<file path="src/verilog/uac_pkg.sv">
// Shared constants, register map, field layout and state types of the UART block.
// Assumes a 100 MHz pclk and APB register access with 32-bit data.
package uac_pkg;
    // Clock and oscillator rates, in Hz
    localparam int unsigned PCLK_HZ = 100_000_000;
    localparam int unsigned OSC_FAST_HZ = 4_000_000;
    localparam int unsigned OSC_SLOW_HZ = 3_686_400;
    localparam int unsigned OVS = 16;
    // Register byte addresses
    localparam logic [7:0] ADDR_CTRL = 8'h00;
    localparam logic [7:0] ADDR_TXCTL = 8'h04;
    localparam logic [7:0] ADDR_TXDATA = 8'h08;
    localparam logic [7:0] ADDR_RXDATA = 8'h0c;
    localparam logic [7:0] ADDR_STATUS = 8'h10;
    localparam logic [7:0] ADDR_MASK = 8'h14;
    // Control register fields
    localparam int CTRL_W = 20;
    localparam int C_IRQ_EN = 0;
    localparam int C_OSC_EN = 1;
    localparam int C_SRC = 2;
    localparam int C_MPCOMM = 3;
    localparam int C_STOPDET = 4;
    localparam int C_RXIRQ_DIS = 5;
    localparam int C_MODE = 6;
    localparam int C_RX_EN = 7;
    localparam int C_PAR = 8;
    localparam int C_RXSEL = 9;
    localparam int C_BAUD = 11;
    localparam int C_CNT_LO = 15;
    localparam int C_CNT_HI = 19;
    localparam logic [CTRL_W-1:0] CTRL_RST = 20'h00000;
    // Status and mask bits
    localparam int ST_W = 3;
    localparam int ST_RX = 0;
    localparam int ST_TXLOAD = 1;
    localparam int ST_TXDONE = 2;
    localparam logic [ST_W-1:0] MASK_RST = 3'h0;
    localparam int TX_GO = 0;

    typedef enum logic [1:0] {RX_IDLE, RX_START, RX_DATA, RX_STOP} uac_rx_e;
    typedef enum logic [1:0] {TX_IDLE, TX_START, TX_DATA, TX_STOP} uac_tx_e;

    // Oscillator cycles per 1/16 bit; codes above 10 run at the top rate
    function automatic logic [9:0] uac_divisor(input logic [3:0] code, input logic fast);
        logic [9:0] d;
        d = 10'h002;
        case (code)
            4'h0: d = fast ? 10'h341 : 10'h300;
            4'h1: d = fast ? 10'h1a0 : 10'h180;
            4'h2: d = fast ? 10'h0d0 : 10'h0c0;
            4'h3: d = fast ? 10'h068 : 10'h060;
            4'h4: d = fast ? 10'h034 : 10'h030;
            4'h5: d = fast ? 10'h01a : 10'h018;
            4'h6: d = fast ? 10'h00d : 10'h00c;
            4'h7: d = 10'h006;
            4'h8: d = 10'h004;
            4'h9: d = 10'h003;
            default: d = 10'h002;
        endcase
        return d;
    endfunction : uac_divisor
endpackage : uac_pkg

</file>
<file path="src/verilog/uac_baud_if.sv">
// Link between the UART core and its baud-rate generator.
// Assumes both ends run on pclk.
`timescale 1ns/10ps
interface uac_baud_if;
    logic osc_en;
    logic fast_src;
    logic [3:0] code;
    logic tick16;
    modport gen (input osc_en, input fast_src, input code, output tick16);
    modport user (output osc_en, output fast_src, output code, input tick16);
endinterface : uac_baud_if

</file>
<file path="src/verilog/uac_top.sv">
// UART configuration and control block with APB registers and an interrupt for receive and transmit events.
// Assumes APB master on pclk; gpio_in and pins synchronous to pclk.
//
// Contract
// - UART enable gates interrupt, separate from global.
// - Five-bit transmit byte count, four plus one.
// - Control switches on UART oscillator clock.
// - Source bit picks 4 MHz or 3.6864 MHz.
// - Codes 0 to 10 pick 300 to 115200; 4 MHz source gives 125000 at code 10.
// - Writing one acknowledges and clears receive flag.
// - Mode 1 multiprocessor: ninth bit zero, no flag.
// - Mode 0 multiprocessor: stop zero, no flag.
// - Stop detection requires valid stop for flag.
// - Disable bit suppresses receive interrupt.
// - Mode selects eight bits, or with parity.
// - Parity select zero even, one odd.
// - Two-bit select picks receive pin two..five.
// - Start control sends programmed byte count.
`timescale 1ns/10ps
module uac_top
    import uac_pkg::*;
(
    // Clock and reset
    input wire logic pclk,
    input wire logic presetn,
    // APB slave
    input wire logic psel,
    input wire logic penable,
    input wire logic pwrite,
    input wire logic [7:0] paddr,
    input wire logic [31:0] pwdata,
    output logic [31:0] prdata,
    output logic pready,
    output logic pslverr,
    // Serial pins: gpio_in[0..3] are pins 2..5
    input wire logic [3:0] gpio_in,
    output logic txd,
    // Interrupt to the processor
    output logic irq
);
    typedef struct packed {
        logic [CTRL_W-1:0] ctrl;
        logic [7:0] txdat;
        logic [8:0] rxdat;
        logic [ST_W-1:0] stat;
        logic [ST_W-1:0] mask;
        logic [31:0] prdata;
        uac_rx_e rx_st;
        logic [3:0] rx_ph;
        logic [3:0] rx_bit;
        logic [8:0] rx_sh;
        uac_tx_e tx_st;
        logic [3:0] tx_ph;
        logic [3:0] tx_bit;
        logic [8:0] tx_sh;
        logic [4:0] tx_left;
        logic txo;
    } uac_state_s;

    uac_state_s s_r;
    uac_state_s s_nxt;
    uac_baud_if bif();

    logic wr;
    logic rd_setup;
    logic hit;
    logic tick;
    logic rx_pin;
    logic rx_ok;
    logic rx_set;
    logic tx_go;
    logic [ST_W-1:0] ev;
    logic [ST_W-1:0] irq_allow;
    logic [3:0] last_bit;
    logic [4:0] tx_cnt;

    uac_baud u_baud (
        .pclk(pclk),
        .presetn(presetn),
        .bif(bif)
    );

    assign bif.osc_en = s_r.ctrl[C_OSC_EN];
    assign bif.fast_src = s_r.ctrl[C_SRC];
    assign bif.code = s_r.ctrl[C_BAUD +: 4];
    assign tick = bif.tick16;

    // Zero wait states: read data is captured in the setup cycle
    assign pready = 1'b1;
    assign hit = (paddr == ADDR_CTRL) || (paddr == ADDR_TXCTL) || (paddr == ADDR_TXDATA)
        || (paddr == ADDR_RXDATA) || (paddr == ADDR_STATUS) || (paddr == ADDR_MASK);
    assign pslverr = psel && penable && !hit;
    assign wr = psel && penable && pwrite;
    assign rd_setup = psel && !penable && !pwrite;
    assign prdata = s_r.prdata;
    assign txd = s_r.txo;

    assign rx_pin = gpio_in[s_r.ctrl[C_RXSEL +: 2]];
    assign last_bit = s_r.ctrl[C_MODE] ? 4'h8 : 4'h7;
    assign tx_cnt = {s_r.ctrl[C_CNT_HI], s_r.ctrl[C_CNT_LO +: 4]};
    assign tx_go = wr && (paddr == ADDR_TXCTL) && pwdata[TX_GO] && (s_r.tx_st == TX_IDLE);

    // Flag qualification at the stop-bit sample
    always_comb
    begin
        rx_ok = 1'b1;
        if (s_r.ctrl[C_STOPDET] && !rx_pin)
        begin
            rx_ok = 1'b0;
        end
        if (s_r.ctrl[C_MPCOMM] && s_r.ctrl[C_MODE] && !s_r.rx_sh[8])
        begin
            rx_ok = 1'b0;
        end
        if (s_r.ctrl[C_MPCOMM] && !s_r.ctrl[C_MODE] && !rx_pin)
        begin
            rx_ok = 1'b0;
        end
    end

    assign rx_set = tick && (s_r.rx_st == RX_STOP) && (s_r.rx_ph == 4'hf) && rx_ok
        && s_r.ctrl[C_RX_EN];

    // Receive event reaches irq only while the UART enable is on and not disabled
    assign irq_allow = {2'b11, !s_r.ctrl[C_RXIRQ_DIS]};
    assign irq = s_r.ctrl[C_IRQ_EN] && |(s_r.stat & s_r.mask & irq_allow);

    always_comb
    begin
        s_nxt = s_r;
        ev = '0;
        ev[ST_RX] = rx_set;
        if (rd_setup)
        begin
            case (paddr)
                ADDR_CTRL: s_nxt.prdata = {12'h000, s_r.ctrl};
                ADDR_TXCTL: s_nxt.prdata = {31'h0, s_r.tx_st != TX_IDLE};
                ADDR_TXDATA: s_nxt.prdata = {24'h000000, s_r.txdat};
                ADDR_RXDATA: s_nxt.prdata = {23'h000000, s_r.rxdat};
                ADDR_STATUS: s_nxt.prdata = {29'h0, s_r.stat};
                ADDR_MASK: s_nxt.prdata = {29'h0, s_r.mask};
                default: s_nxt.prdata = 32'h00000000;
            endcase
        end
        if (wr)
        begin
            case (paddr)
                ADDR_CTRL: s_nxt.ctrl = pwdata[CTRL_W-1:0];
                ADDR_TXDATA: s_nxt.txdat = pwdata[7:0];
                ADDR_MASK: s_nxt.mask = pwdata[ST_W-1:0];
                default: s_nxt.ctrl = s_r.ctrl;
            endcase
        end

        // Receiver, sampling mid-bit at 16x
        case (s_r.rx_st)
            RX_IDLE:
            begin
                if (tick && !rx_pin && s_r.ctrl[C_RX_EN])
                begin
                    s_nxt.rx_st = RX_START;
                    s_nxt.rx_ph = 4'h0;
                end
            end
            RX_START:
            begin
                if (tick)
                begin
                    s_nxt.rx_ph = s_r.rx_ph + 4'h1;
                    if (s_r.rx_ph == 4'h7)
                    begin
                        // A glitch shorter than half a bit is not a start
                        s_nxt.rx_st = rx_pin ? RX_IDLE : RX_DATA;
                        s_nxt.rx_ph = 4'h0;
                        s_nxt.rx_bit = 4'h0;
                        s_nxt.rx_sh = '0;
                    end
                end
            end
            RX_DATA:
            begin
                if (tick)
                begin
                    s_nxt.rx_ph = s_r.rx_ph + 4'h1;
                    if (s_r.rx_ph == 4'hf)
                    begin
                        s_nxt.rx_sh[s_r.rx_bit] = rx_pin;
                        s_nxt.rx_bit = s_r.rx_bit + 4'h1;
                        if (s_r.rx_bit == last_bit)
                        begin
                            s_nxt.rx_st = RX_STOP;
                        end
                    end
                end
            end
            RX_STOP:
            begin
                if (tick)
                begin
                    s_nxt.rx_ph = s_r.rx_ph + 4'h1;
                    if (s_r.rx_ph == 4'hf)
                    begin
                        s_nxt.rx_st = RX_IDLE;
                        if (rx_ok)
                        begin
                            s_nxt.rxdat = s_r.rx_sh;
                        end
                    end
                end
            end
            default: s_nxt.rx_st = RX_IDLE;
        endcase
        if (!s_r.ctrl[C_RX_EN])
        begin
            s_nxt.rx_st = RX_IDLE;
        end

        // Transmitter; the holding register is reloaded per byte, so software
        // must refill it after each load event to send different bytes
        case (s_r.tx_st)
            TX_IDLE:
            begin
                if (tx_go && tx_cnt != 5'h00)
                begin
                    s_nxt.tx_left = tx_cnt;
                    s_nxt.tx_st = TX_START;
                    s_nxt.tx_ph = 4'h0;
                    s_nxt.tx_sh = {^s_r.txdat ^ s_r.ctrl[C_PAR], s_r.txdat};
                    ev[ST_TXLOAD] = 1'b1;
                end
            end
            TX_START:
            begin
                if (tick)
                begin
                    s_nxt.tx_ph = s_r.tx_ph + 4'h1;
                    if (s_r.tx_ph == 4'hf)
                    begin
                        s_nxt.tx_st = TX_DATA;
                        s_nxt.tx_bit = 4'h0;
                    end
                end
            end
            TX_DATA:
            begin
                if (tick)
                begin
                    s_nxt.tx_ph = s_r.tx_ph + 4'h1;
                    if (s_r.tx_ph == 4'hf)
                    begin
                        s_nxt.tx_bit = s_r.tx_bit + 4'h1;
                        if (s_r.tx_bit == last_bit)
                        begin
                            s_nxt.tx_st = TX_STOP;
                        end
                    end
                end
            end
            TX_STOP:
            begin
                if (tick)
                begin
                    s_nxt.tx_ph = s_r.tx_ph + 4'h1;
                    if (s_r.tx_ph == 4'hf)
                    begin
                        s_nxt.tx_left = s_r.tx_left - 5'h01;
                        if (s_r.tx_left == 5'h01)
                        begin
                            s_nxt.tx_st = TX_IDLE;
                            ev[ST_TXDONE] = 1'b1;
                        end
                        else
                        begin
                            s_nxt.tx_st = TX_START;
                            s_nxt.tx_sh = {^s_r.txdat ^ s_r.ctrl[C_PAR], s_r.txdat};
                            ev[ST_TXLOAD] = 1'b1;
                        end
                    end
                end
            end
            default: s_nxt.tx_st = TX_IDLE;
        endcase
        case (s_nxt.tx_st)
            TX_START: s_nxt.txo = 1'b0;
            TX_DATA: s_nxt.txo = s_nxt.tx_sh[s_nxt.tx_bit];
            default: s_nxt.txo = 1'b1;
        endcase

        // Write-one-to-clear; a new event in the same cycle wins
        if (wr && paddr == ADDR_STATUS)
        begin
            s_nxt.stat = s_r.stat & ~pwdata[ST_W-1:0];
        end
        s_nxt.stat = s_nxt.stat | ev;
    end

    always_ff @(posedge pclk or negedge presetn)
    begin
        if (!presetn)
        begin
            s_r <= '0;
            s_r.ctrl <= CTRL_RST;
            s_r.mask <= MASK_RST;
            s_r.txo <= 1'b1;
        end
        else
        begin
            s_r <= s_nxt;
        end
    end
endmodule : uac_top

</file>
<file path="src/verilog/uac_baud.sv">
// Baud generator: emulates the selected oscillator from pclk, divides to 16x bit rate.
// Assumes pclk at PCLK_HZ; tick16 is a one-cycle enable pulse.
`timescale 1ns/10ps
module uac_baud
    import uac_pkg::*;
(
    // Clock and reset
    input wire logic pclk,
    input wire logic presetn,
    // Core side
    uac_baud_if.gen bif
);
    typedef struct packed {
        logic [26:0] acc;
        logic [9:0] cnt;
        logic tick;
    } uac_bstate_s;

    uac_bstate_s s_r;
    uac_bstate_s s_nxt;
    logic [26:0] sum;
    logic [9:0] div;

    assign bif.tick16 = s_r.tick;

    always_comb
    begin
        s_nxt = s_r;
        s_nxt.tick = 1'b0;
        div = uac_divisor(bif.code, bif.fast_src);
        // Phase accumulator stands in for the oscillator edge
        sum = s_r.acc + (bif.fast_src ? 27'(OSC_FAST_HZ) : 27'(OSC_SLOW_HZ));
        if (!bif.osc_en)
        begin
            s_nxt.acc = '0;
            s_nxt.cnt = '0;
        end
        else if (sum >= 27'(PCLK_HZ))
        begin
            s_nxt.acc = sum - 27'(PCLK_HZ);
            if (s_r.cnt >= div - 10'h001)
            begin
                s_nxt.cnt = '0;
                s_nxt.tick = 1'b1;
            end
            else
            begin
                s_nxt.cnt = s_r.cnt + 10'h001;
            end
        end
        else
        begin
            s_nxt.acc = sum;
        end
    end

    always_ff @(posedge pclk or negedge presetn)
    begin
        if (!presetn)
        begin
            s_r <= '0;
        end
        else
        begin
            s_r <= s_nxt;
        end
    end
endmodule : uac_baud

</file>
<file path="config.mk">
export PLATFORM = sky130hd
export DESIGN_NAME = uac_top
export DESIGN_NICKNAME = d
export VERILOG_FILES = /design/src/verilog/uac_pkg.sv /design/src/verilog/uac_baud_if.sv /design/src/verilog/uac_top.sv /design/src/verilog/uac_baud.sv
export SDC_FILE = /design/constraint.sdc
export NUM_CORES = 1
export LEC_CHECK = 0
export BUFFER_PORTS_ARGS = -buffer_cell sky130_fd_sc_hd__buf_4
export CORE_MARGIN = 2
export CORE_UTILIZATION = 29
export CTS_BUF_LIST = sky130_fd_sc_hd__clkbuf_2 sky130_fd_sc_hd__clkbuf_4 sky130_fd_sc_hd__clkbuf_8
export DETAILED_ROUTE_END_ITERATION = 16
export GPL_TIMING_DRIVEN = 0
export PLACE_DENSITY_LB_ADDON = 0.1
export SYNTH_ARGS = -nofsm -noshare
export SYNTH_HDL_FRONTEND = slang
export SYNTH_SLANG_ARGS = --single-unit
</file>
<file path="constraint.sdc">
create_clock -name pclk -period 9.55 [get_ports pclk]
set_clock_uncertainty 0.05 [all_clocks]
set_input_delay 1.91 -clock pclk [delete_from_list [all_inputs] [get_ports pclk]]
set_output_delay 1.91 -clock pclk [all_outputs]
set_load 0.05 [all_outputs]
</file>
After elaboration in Yosys (flattened, before gate mapping) --
Index checks and enable logic that the tools add are counted. W data, S select, Z words.
Word-level totals: word-level logic and storage cells 209, output and inout port bits 36, flip-flop bits (word level) 157
Operators by class: bitwise operators 6, add/sub/neg operators 9, multiplexer cells 67, eq/ne operators 48, reductions and logical operators 54, order comparisons 6
Operators with widths (number):
- $pmux W20 S6 | 1
- $pmux W10 S10 | 1
- $mux W19 | 4
- $pmux W6 S4 | 2
- $mux W14 | 3
- $mux W37 | 1
- $mux W10 | 3
- $mux W6 | 5
- $pmux W14 S2 | 1
- $add A27 B27 Y27 | 1
- $ge A27 B27 Y1 const B | 1
- $mux W27 | 1
- $sub A27 B27 Y27 const B | 1
- $pmux W13 S2 | 1
- $mux W2 | 12
- $logic_and A1 B1 Y1 | 23
- $eq A4 B3 Y1 const B | 5
- $add A4 B1 Y4 const B | 4
- $eq A4 B4 Y1 const B | 4
- $eq A8 B4 Y1 const B | 2
- $eq A8 B5 Y1 const B | 2
- $mux W4 | 4
- $ne A2 B1 Y1 const B | 8
- $reduce_and A4 Y1 | 4
- 46 further kinds | 96

Logic depth before layout (Yosys ltp) --
Gate-level depths: netlist of run 1.
depth after elaboration 11, gate-level depth with buffers 19, depth with buffers taken out 16

Cells and area by module --
From an unflattened synthesis of run 1, not the netlist that was laid out.
Unflattened totals: cell total of the unflattened synthesis 957, area, all modules 8897.3 um^2
By module, submodules not included:
- uac_top | sequential area each 2678.8 um^2, cells an instance 561, area an instance 5784.3 um^2, times used 1
- uac_baud | sequential area each 750.7 um^2, cells an instance 396, area an instance 3113.0 um^2, times used 1

Least setup slack after synthesis of run 1 --
Ideal clock, no wire load.
path kind input port to output port, from in paddr[1], to out pslverr, required time 7590 ps, path slack 4622 ps, arrival 2968 ps, cell stages on the path 5, cells stage by stage nor3_1 -> nand3b_1 -> clkbuf_1 -> and2_1 -> and3_1
Between the ends: word-level cells in the longest chain between the ends 8, elaborated cells between the ends (all ways) 13
RTL lines:
- start: declaration | line uac_top.sv:30 | input wire logic [7:0] paddr,
- $eq A8 B3 Y1 / $logic_not A8 Y1 (equally long branches) | line uac_top.sv:90 | assign hit = (paddr == ADDR_CTRL) || (paddr == ADDR_TXCTL) || (paddr == ADDR_TXDATA)
- $logic_or A1 B1 Y1 (2 in a row) | line uac_top.sv:90
- $logic_or A1 B1 Y1 (2 in a row) | line uac_top.sv:91 | || (paddr == ADDR_RXDATA) || (paddr == ADDR_STATUS) || (paddr == ADDR_MASK);
- $logic_or A1 B1 Y1 (*) | line uac_top.sv:91
- $logic_not A1 Y1 (*) | line uac_top.sv:92 | assign pslverr = psel && penable && !hit;
- $logic_and A1 B1 Y1 (*) | line uac_top.sv:92
- end: declaration | line uac_top.sv:34 | output logic pslverr,
Every way passes the cells marked *; elsewhere a longest branch is shown, timed or not.

Final worst setup path of run 1 --
Same ends and word-level chain as after synthesis.

==> results of run 1 <==
-- metal layers --
metal	vias up	global-route usage, %	routed length (um)
met2	107	23.9	10000
met5	-	0	0
met3	16	2.99	798
li1	3396	-	-
met4	0	3.96	221
met1	3290	21.8	11800
-- worst paths after layout --
| path | start | to | cells past startpoint |
|---|---|---|---|
| setup reg to reg | bif.fast_src | u_baud.s_r[22] | 15 |
| setup / recovery | paddr[1] | pslverr | 7 |
| max in group asynchronous | presetn | txd | 2 |
| hold / removal | prdata[5] | prdata[5] | 2 |
| hold reg to reg | prdata[5] | prdata[5] | 2 |
| min in group asynchronous | presetn | u_baud.s_r[1] | 1 |
-- cell families (layout without fill, tap and decap cells) --
kind of cell             Yosys count  count (layout)
flip-flops                       137             137
buffers and inverters            107             201
AND/OR/NAND/NOR                  304             304
XOR/XNOR                          46              46
multiplexers                      59              59
adder cells (fa/ha/maj)           34              34
AO/OA/AOI/OAI                    209             209
other                              2              13
-- metrics by stage --
stage	hold WS, ns	instances	power, mW	utilization [%]
after floorplan	0.394	909	0.777	-
after global placement	0.421	1352	0.862	32.9
after detailed placement	0.422	1355	0.861	33.1
after CTS	0.448	1387	1.39	34.5
after global routing	0.468	1387	1.43	34.5
final	0.439	1387	1.36	34.5
-- worst register-to-register path, stage by stage (launching register included) --
cell and delay [ns]:
dfrtp_1 0.48, clkbuf_1 0.42, inv_1 0.30, ha_1 0.27, clkbuf_1 0.18, a31oi_1 0.38, o32ai_1 0.20, or3_1 0.38
mux2_4 0.24, and4_4 0.24, nand3_2 0.12, a31oi_1 0.33, clkbuf_1 0.46, a31oi_1 0.15, nor4_1 0.24, mux2i_1 0.23
-- power by group through the flow --
| stage | combinational, mW | sequential, mW | clock, mW |
|---|---|---|---|
| 5_1_grt | 0.274 | 0.601 | 0.559 |
| 2_1_floorplan | 0.160 | 0.617 | 0 |
| 3_5_place_dp | 0.250 | 0.611 | 0 |
| 4_1_cts | 0.250 | 0.600 | 0.536 |
| 3_3_place_gp | 0.251 | 0.612 | 0 |
| 6_report | 0.247 | 0.600 | 0.515 |
-- layout by cell type, fill, tap and decap left out, drive strengths merged, types with 5 or more instances in the layout --
cell	instances
and3	12
o31ai	19
or3b	5
a22o	26
a21o	7
a21boi	12
o21ai	40
xor2	9
clkbuf	50
nor2b	13
nor3	25
or3	12
inv	42
buf	104
or4	7
xnor2	37
nand2b	7
mux2	46
ha	34
nor4	6
dfrtp	136
or2	6
and2	18
o22ai	7
nand2	88
nand3	35
a31o	5
mux2i	11
a31oi	10
nor3b	6
conb	13
a21oi	37
nand4	8
nor2	47
a22oi	8
-- state kept, by name (all words and copies together) (netlist names) --
signal             count
prdata                20
u_baud.s_r            29
bif.osc_en             1
u_baud.bif.tick16      1
bif.fast_src           1
txd                    1
bif.code               4
s_r                   80
-- area by class of cell --
| class | count | area, um2 | area share (%) |
|---|---|---|---|
| multi-input cells | 665 | 4600 | 46.2 |
| inverters | 32 | 120 | 1.20 |
| flip-flops and latches | 137 | 3430 | 34.4 |
| repair buffers | 62 | 489 | 4.91 |
| plain buffers | 75 | 437 | 4.38 |
| clock buffers | 17 | 234 | 2.35 |
| well taps | 384 | 480 | 4.82 |
| clock inverters | 15 | 178 | 1.78 |
-- synthesized netlist by cell type, drive strengths merged, types with 4 or more instances --
cell type / instances / area share (%)
a21o: 7 / 0.62
nand2b: 7 / 0.51
and2: 18 / 1.3
a31o: 5 / 0.62
o31ai: 19 / 1.7
a31oi: 10 / 0.81
ha: 34 / 5.0
nor2b: 13 / 0.95
and3: 12 / 0.88
a22oi: 8 / 0.70
buf: 42 / 3.7
xor2: 9 / 0.92
or2: 6 / 0.44
or3b: 5 / 0.51
nand3: 35 / 2.1
a221oi: 4 / 0.41
mux2: 46 / 6.1
or4: 7 / 0.62
clkbuf: 33 / 1.5
a21oi: 37 / 2.2
inv: 32 / 1.4
o22ai: 7 / 0.51
or3: 12 / 0.88
nor3: 25 / 1.5
mux2i: 11 / 1.3
o21ai: 40 / 2.3
dfrtp: 136 / 40
a22o: 26 / 2.7
a21boi: 12 / 1.1
nor2: 47 / 2.1
nand4: 8 / 0.66
nor3b: 6 / 0.53
nor4: 6 / 0.51
nand2: 88 / 3.9
xnor2: 37 / 3.9
==> results.yml, run 1 <==
job:
  cap_violations: 0
place:
  io_buffers: 59
  place_congestion: 0.782
  placed_area_um2: 9560
  hpwl_um: 16800
  post-place-ws_ns: 3.94
synth:
  synth_edf_count: 0
  synthSimpleGateAreaFrac_pct: 18.3
  synth_top_family_by_area: "simple AND/OR/NAND/NOR gates"
  ys_async_sr_fraction_pct: 100
  ys_seq_elements: 137
  yosysUniqueCellTypes: 83
  syn_area_per_cell_um2: 9.51
  synthMuxAreaShare_pct: 7.93
  synth-warning-count: 0
  yosysSeqAreaShare_pct: 40.2
  synth_compound_area_share_pct: 17.3
  synth-xor-area-share_pct: 4.81
  yosys_most_used_dff: "dfrtp_1"
  syn_inst: 898
  netlist_area_um2: 8540
  synthAdderAreaFrac_pct: 4.98
floorplan:
  start_util_pct: 29.6
  core_um2: 28900
  dieHeight_um: 176
  die_w_um: 176
  die_area_um2: 30800
  num_io_pins: 85
  rows: 62
sta:
  rsz0062_at_grt: "false"
  finalCritPeriodShare_pct: 58.5
  maxSlewViolCount: 0
  layout_setup_ws_ns: 3.96
  setup_tns_ns: 0
  hold_viol: 0
  relSlewSlack_pct: 38.2
  fmax_ghz: 0.179
  layout_min_cycle_time_ns: 5.59
  setup_viol: 0
  worstMarginPinSlew_ns: 0.927
global_route:
  grt_max_degree: 74
  first_global_vias: 6719
  grt_overflow_total: 0
  grt_usage_pct: 15.3
  antenna_found_initial: 0
  grt_pass1_wl_um: 37200
pwr:
  p_int_uw: 916
  ir_drop_v: 0.0000772
  combPwrFrac_pct: 18.2
  seq_power_share_pct: 44.0
  power_density_nw_per_um2: 137
  swShare_pct: 32.8
  p_clk_share_pct: 37.8
  power.switching_uw: 447
  p_leak_nw: 4.48
worst_setup_path:
  worstPathRequired_ns: 7.59
  worstPathMaxFanout: 10
  arrival_ns: 3.63
  crit_top_cell: "buf_4"
  path_cells: "buf_4 > nor3_1 > nand3b_1 > clkbuf_1 > and2_1 > and3_1 > buf_4"
  startpoint_type: "primary input"
  crit_path_top_delay_cell: "nor3_1"
  slowest_delay_ns: 0.42
  criticalPathCategory: "primary input to primary output"
  cp_top_family: "simple AND/OR/NAND/NOR gates"
  regToRegSetupSlack_ns: 4.80
  crit_buf_inv: 3
  cp-end-kind: "primary output"
drt:
  drt_iter0_markers: 322
  vias: 6809
  ant_nets: 0
  vias_per_cell: 4.91
  drt_pre_antenna_iters: 5
  routed_wl_um: 22900
  drc_errors: 0
  wl_per_cell_um: 16.5
clocking:
  cts_tree: "done"
  cts.sink_count: 137
  numCtsBuffers: 17
  clk-insertion-delay-late_ns: 0.46
  cts_hold_buf: 0
  postCtsSetupBuffers: 0
  cts_root_buffer: "clkbuf_8"
  cts_buffer_depth: 2
  h-tree-depth: 4
  cts.clk_slew.worst_paths_ns: 0.09
  cts_resized: 0
finish:
  drive_above_1_share_pct: 20.7
  n_fill_cell: 3000
  finalInstanceArea_um2: 9970
  syn2layout_area_growth_pct: 16.7
  fin_nets: 1073
  antenna_cells: 0
worst_hold_path:
  hp-class: "flop to flop"
status:
  status: "complete, no violations"
Power figures use the tool's default switching activity.
==> run 2, diff against run 1 <==
- clock period: 9.55 -> 4.65 ns (I/O delays scaled with it)
==> results.yml, run 2 (synthesis gave the netlist of run 1 again) <==
worst_setup_path:
  cp_top_family: "simple AND/OR/NAND/NOR gates"
  path_cells: "clkbuf_4 > clkinvlp_4 > ha_1 > clkbuf_1 > a31oi_1 > o32ai_1 > or3_1 > mux2_4 > and4_4 > nand3_2 > and3_1 > buf_2 > or3_1 > buf_2 > or3b_1 > a21boi_1"
  reg2reg_from: "bif.fast_src"
  crit_path_start: "bif.fast_src"
  ff2ff_path_depth: 16
  critical_path_depth: 16
  slowest_delay_ns: 0.44
  arrival_ns: 4.67
  crit_end: "u_baud.s_r[8]"
  regToRegSetupSlack_ns: 0.31
  crit_path_top_delay_cell: "dfrtp_2"
  crit_buf_inv: 5
  startpoint_type: "flop"
  cp-end-kind: "flop"
  worstPathRequired_ns: 4.98
  criticalPathCategory: "flop to flop"
  regToRegEndpoint: "u_baud.s_r[8]"
  worstPathMaxFanout: 8
drt:
  vias: 6821
  drc_errors: 0
  drt_iter0_markers: 326
  routed_wl_um: 22800
  wl_per_cell_um: 16.4
  vias_per_cell: 4.91
  drt_pre_antenna_iters: 5
  ant_nets: 0
floorplan:
  num_io_pins: 85
  die_area_um2: 30800
  die_w_um: 176
  dieHeight_um: 176
  core_um2: 28900
  rows: 62
  start_util_pct: 29.6
pwr:
  power.switching_uw: 919
  seq_power_share_pct: 44.0
  p_clk_share_pct: 37.9
  p_leak_nw: 4.50
  power_density_nw_per_um2: 280
  combPwrFrac_pct: 18.1
  total_power_mw: 2.80
  p_int_mw: 1.88
  swShare_pct: 32.8
  ir_drop_v: 0.000159
place:
  io_buffers: 59
  hpwl_um: 16800
  place_congestion: 0.782
  dp_cells: 1355
worst_hold_path:
  hp-class: "primary input to asynchronous set/reset pin"
sta:
  worstMarginPinSlew_ns: 0.915
  hold_viol: 0
  whs_ns: 0.432
  layout_min_cycle_time_ns: 4.34
  finalCritPeriodShare_pct: 93.3
  setup_tns_ns: 0
  relSlewSlack_pct: 38.9
  rsz0062_at_grt: "false"
  fmax_ghz: 0.231
  setup_viol: 0
  maxSlewViolCount: 0
clocking:
  numCtsBuffers: 17
  cts_tree: "done"
  clk-insertion-delay-late_ns: 0.46
  cts_buffer_depth: 2
  cts_hold_buf: 0
  h-tree-depth: 4
  cts.clk_slew.worst_paths_ns: 0.09
  cts_root_buffer: "clkbuf_8"
  cts.sink_count: 137
finish:
  n_fill_cell: 2997
  drive_above_1_share_pct: 21.7
  final_cell_mix: "dfrtp_1, buf_4, nand2_1"
  fin_nets: 1076
  final_common_cell: "dfrtp_1"
  syn2layout_area_growth_pct: 17.2
  final_cells: 1390
  antenna_cells: 0
  largest_register_ffs: 80
  regMostFlops: "s_r"
global_route:
  grt_pass1_wl_um: 37200
  grt_usage_pct: 15.3
  grt_overflow_total: 0
  grt_max_degree: 74
  first_global_vias: 6721
  antenna_found_initial: 0
status:
  status: "complete, no violations"
job:
  cap_violations: 0
## run 2: cell types whose count changed in the layout (fill, tap and decap cells not counted)
cell	previous run	this run
buf_2	4	5
buf_4	94	98
clkbuf_1	33	29
clkbuf_2	0	1
clkbuf_4	0	1
clkinvlp_4	1	2
dfrtp_1	136	135
dfrtp_2	0	1
ha_1	34	33
ha_2	0	1
inv_1	31	30
## run 2: routing by layer
metal | track usage, % | vias up | part of all wire, %
li1 | - | 3404 | -
met1 | 21.8 | 3290 | 52
met2 | 23.9 | 111 | 44
met3 | 2.99 | 16 | 3.5
met4 | 3.96 | 0 | 0.97
met5 | 0 | - | 0
## run 2: layout make-up
| cell class | count | area [um2] | share of cell area [%] |
|---|---|---|---|
| sequential | 137 | 3430 | 34.3 |
| tap | 384 | 480 | 4.80 |
| multi-input combinational | 665 | 4600 | 46.0 |
| clock inverter | 15 | 178 | 1.77 |
| timing repair buffer | 66 | 519 | 5.19 |
| buffer | 74 | 439 | 4.39 |
| clock buffer | 17 | 234 | 2.34 |
| inverter | 32 | 124 | 1.24 |
## run 2: worst min-delay path by stage
stage               from             to
5_1_grt          presetn  u_baud.s_r[1]
3_5_place_dp   prdata[5]      prdata[5]
3_3_place_gp   prdata[5]      prdata[5]
6_report         presetn  u_baud.s_r[1]
2_1_floorplan  prdata[2]      prdata[2]
4_1_cts          presetn  u_baud.s_r[1]
## run 2: per-stage QoR
step                      utilization (%)  worst slack (ns)  cell area, um2
final                                34.7             0.312           10000
after detailed placement             33.1            -0.160            9560
after floorplan                         -             0.795            8580
after global placement               32.9            -0.243            9510
after CTS                            34.6            0.0989            9970
after global routing                 34.7            0.0103           10000
## run 2: what timing repair did
action | 4_1_cts | 5_1_grt
buffers inserted | 0 | 4
resized for setup | 2 | 8
setup endpoints to repair | 18 | 11
## run 2: power by group through the flow
stage | Combinational [mW] | Sequential (mW) | Clock, mW
after detailed placement | 0.513 | 1.26 | 0
after floorplan | 0.329 | 1.27 | 0
after global routing | 0.563 | 1.24 | 1.15
final | 0.508 | 1.23 | 1.06
after CTS | 0.514 | 1.23 | 1.10
after global placement | 0.515 | 1.26 | 0
==> run 3, diff against run 2 <==
==> constraint.sdc (replaced) <==
create_clock -name pclk -period 5.1 [get_ports pclk]
set_clock_uncertainty 0.05 [all_clocks]
set_input_delay 0.255 -clock pclk [delete_from_list [all_inputs] [get_ports pclk]]
set_output_delay 0.255 -clock pclk [all_outputs]
set_load 0.05 [all_outputs]
==> results.yml, run 3 (synthesis gave the netlist of run 1 again) <==
status:
  status: "complete, no violations"
sta:
  rsz0062_at_grt: "false"
  layout_setup_ws_ns: 0.530
  hold_viol: 0
  worstMarginPinSlew_ns: 0.919
  layout_min_cycle_time_ns: 4.57
  setup_viol: 0
  maxSlewViolCount: 0
  relSlewSlack_pct: 38.6
  setup_tns_ns: 0
  whs_ns: 0.0416
  fmax_ghz: 0.219
  finalCritPeriodShare_pct: 89.6
worst_setup_path:
  crit_path_top_delay_cell: "clkbuf_1"
  slowest_delay_ns: 0.46
  ff2ff_path_depth: 19
  regToRegEndpoint: "u_baud.s_r[8]"
  crit_end: "u_baud.s_r[8]"
  crit_path_start: "bif.code[1]"
  worstPathMaxFanout: 10
  path_cells: "clkbuf_1 > clkbuf_1 > xor2_1 > nor4_1 > a31oi_1 > ha_1 > or2_2 > a21o_1 > a22oi_1 > o221ai_1 > ha_1 > nor3_1 > o21ai_0 > a21oi_1 > o21ai_0 > or3_1 > buf_2 > or3b_1 > a21boi_1"
  startpoint_type: "flop"
  regToRegSetupSlack_ns: 0.53
  cp-end-kind: "flop"
  worstPathRequired_ns: 5.43
  arrival_ns: 4.90
  reg2reg_from: "bif.code[1]"
  criticalPathCategory: "flop to flop"
drt:
  vias: 6884
  drt_iter0_markers: 343
  drc_errors: 0
  ant_nets: 0
  drt_pre_antenna_iters: 5
  vias_per_cell: 4.90
  routed_wl_um: 22900
  wl_per_cell_um: 16.3
finish:
  seq_area_um2: 3430
  largest_register_ffs: 80
  final_cell_mix: "dfrtp_1, buf_4, nand2_1"
  fin_nets: 1092
  multi_input_area_um2: 4600
  n_fill_cell: 2999
  syn2layout_area_growth_pct: 19.0
  finish.utilization_pct: 35.2
  antenna_cells: 0
  finalInstanceArea_um2: 10200
  final_common_cell: "dfrtp_1"
  drive_above_1_share_pct: 20.5
  regMostFlops: "s_r"
  final_cells: 1406
place:
  placed_area_um2: 9560
  io_buffers: 59
  dp_cells: 1355
  hpwl_um: 16800
  post-place-ws_ns: 0.290
  place_congestion: 0.782
worst_hold_path:
  min_from: "pwdata[2]"
  hp-class: "primary input to flop"
  holdPathStages: 2
pwr:
  power_density_nw_per_um2: 252
  p_leak_nw: 4.56
  ir_drop_v: 0.000145
  total_power_mw: 2.56
clocking:
  clk-insertion-delay-late_ns: 0.46
  cts_tree: "done"
  cts_buffer_depth: 2
  numCtsBuffers: 17
  cts.sink_count: 137
  cts_root_buffer: "clkbuf_8"
  cts.clk_slew.worst_paths_ns: 0.09
  h-tree-depth: 4
floorplan:
  start_util_pct: 29.6
  rows: 62
  die_area_um2: 30800
  die_w_um: 176
  dieHeight_um: 176
  num_io_pins: 85
  core_um2: 28900
global_route:
  grt_pass1_wl_um: 37300
  grt_overflow_total: 0
  first_global_vias: 6752
  grt_max_degree: 74
  antenna_found_initial: 0
  grt_usage_pct: 15.4
job:
  cap_violations: 0
==> run 3: per-layer routing <==
layer / track usage, % / vias to the layer above / share of wire (%)
met5: 0 / - / 0
met4: 3.96 / 0 / 0.96
met3: 2.88 / 16 / 3.4
met2: 24.0 / 117 / 44
met1: 21.8 / 3315 / 52
li1: - / 3436 / -
==> run 3: worst min path at each step <==
| stage | endpoint | slack (ns) |
|---|---|---|
| 2_1_floorplan | bif.code[0] | -0.09 |
| 3_3_place_gp | prdata[5] | 0.42 |
| 3_5_place_dp | u_baud.s_r[1] | 0.28 |
| 4_1_cts | s_r[93] | 0.01 |
| 5_1_grt | s_r[78] | 0.01 |
| 6_report | s_r[93] | 0.04 |
==> run 3: final cells by class <==
cell class	count	area share (%)
plain buffers	75	4.31
inverters	32	1.18
well taps	384	4.73
multi-input cells	665	45.3
repair buffers	81	6.69
clock buffers	17	2.30
flip-flops and latches	137	33.8
clock inverters	15	1.75
==> run 3: power by group <==
| part | internal (mW) | total [mW] | switching [mW] |
|---|---|---|---|
| logic | 0.160 | 0.475 | 0.314 |
| clock network | 0.457 | 0.964 | 0.507 |
| registers | 1.11 | 1.12 | 0.0158 |
| total | 1.72 | 2.56 | 0.837 |
==> run 3: what timing repair did <==
action                     in CTS  in global routing
hold endpoints to repair       89                  0
gates resized for setup         0                  2
setup endpoints to repair       0                  2
hold buffers                   19                  0
setup buffers                   0                  0
==> run 3: worst max-delay path, delay by kind of cell, from the launching register on <==
kind                     cells  cell delay [ns]
AND/OR/NAND/NOR              5             1.36
AO/OA/AOI/OAI                8             1.18
buffers and inverters        3             0.91
adder cells (fa/ha/maj)      2             0.51
flip-flops                   1             0.33
XOR/XNOR                     1             0.13
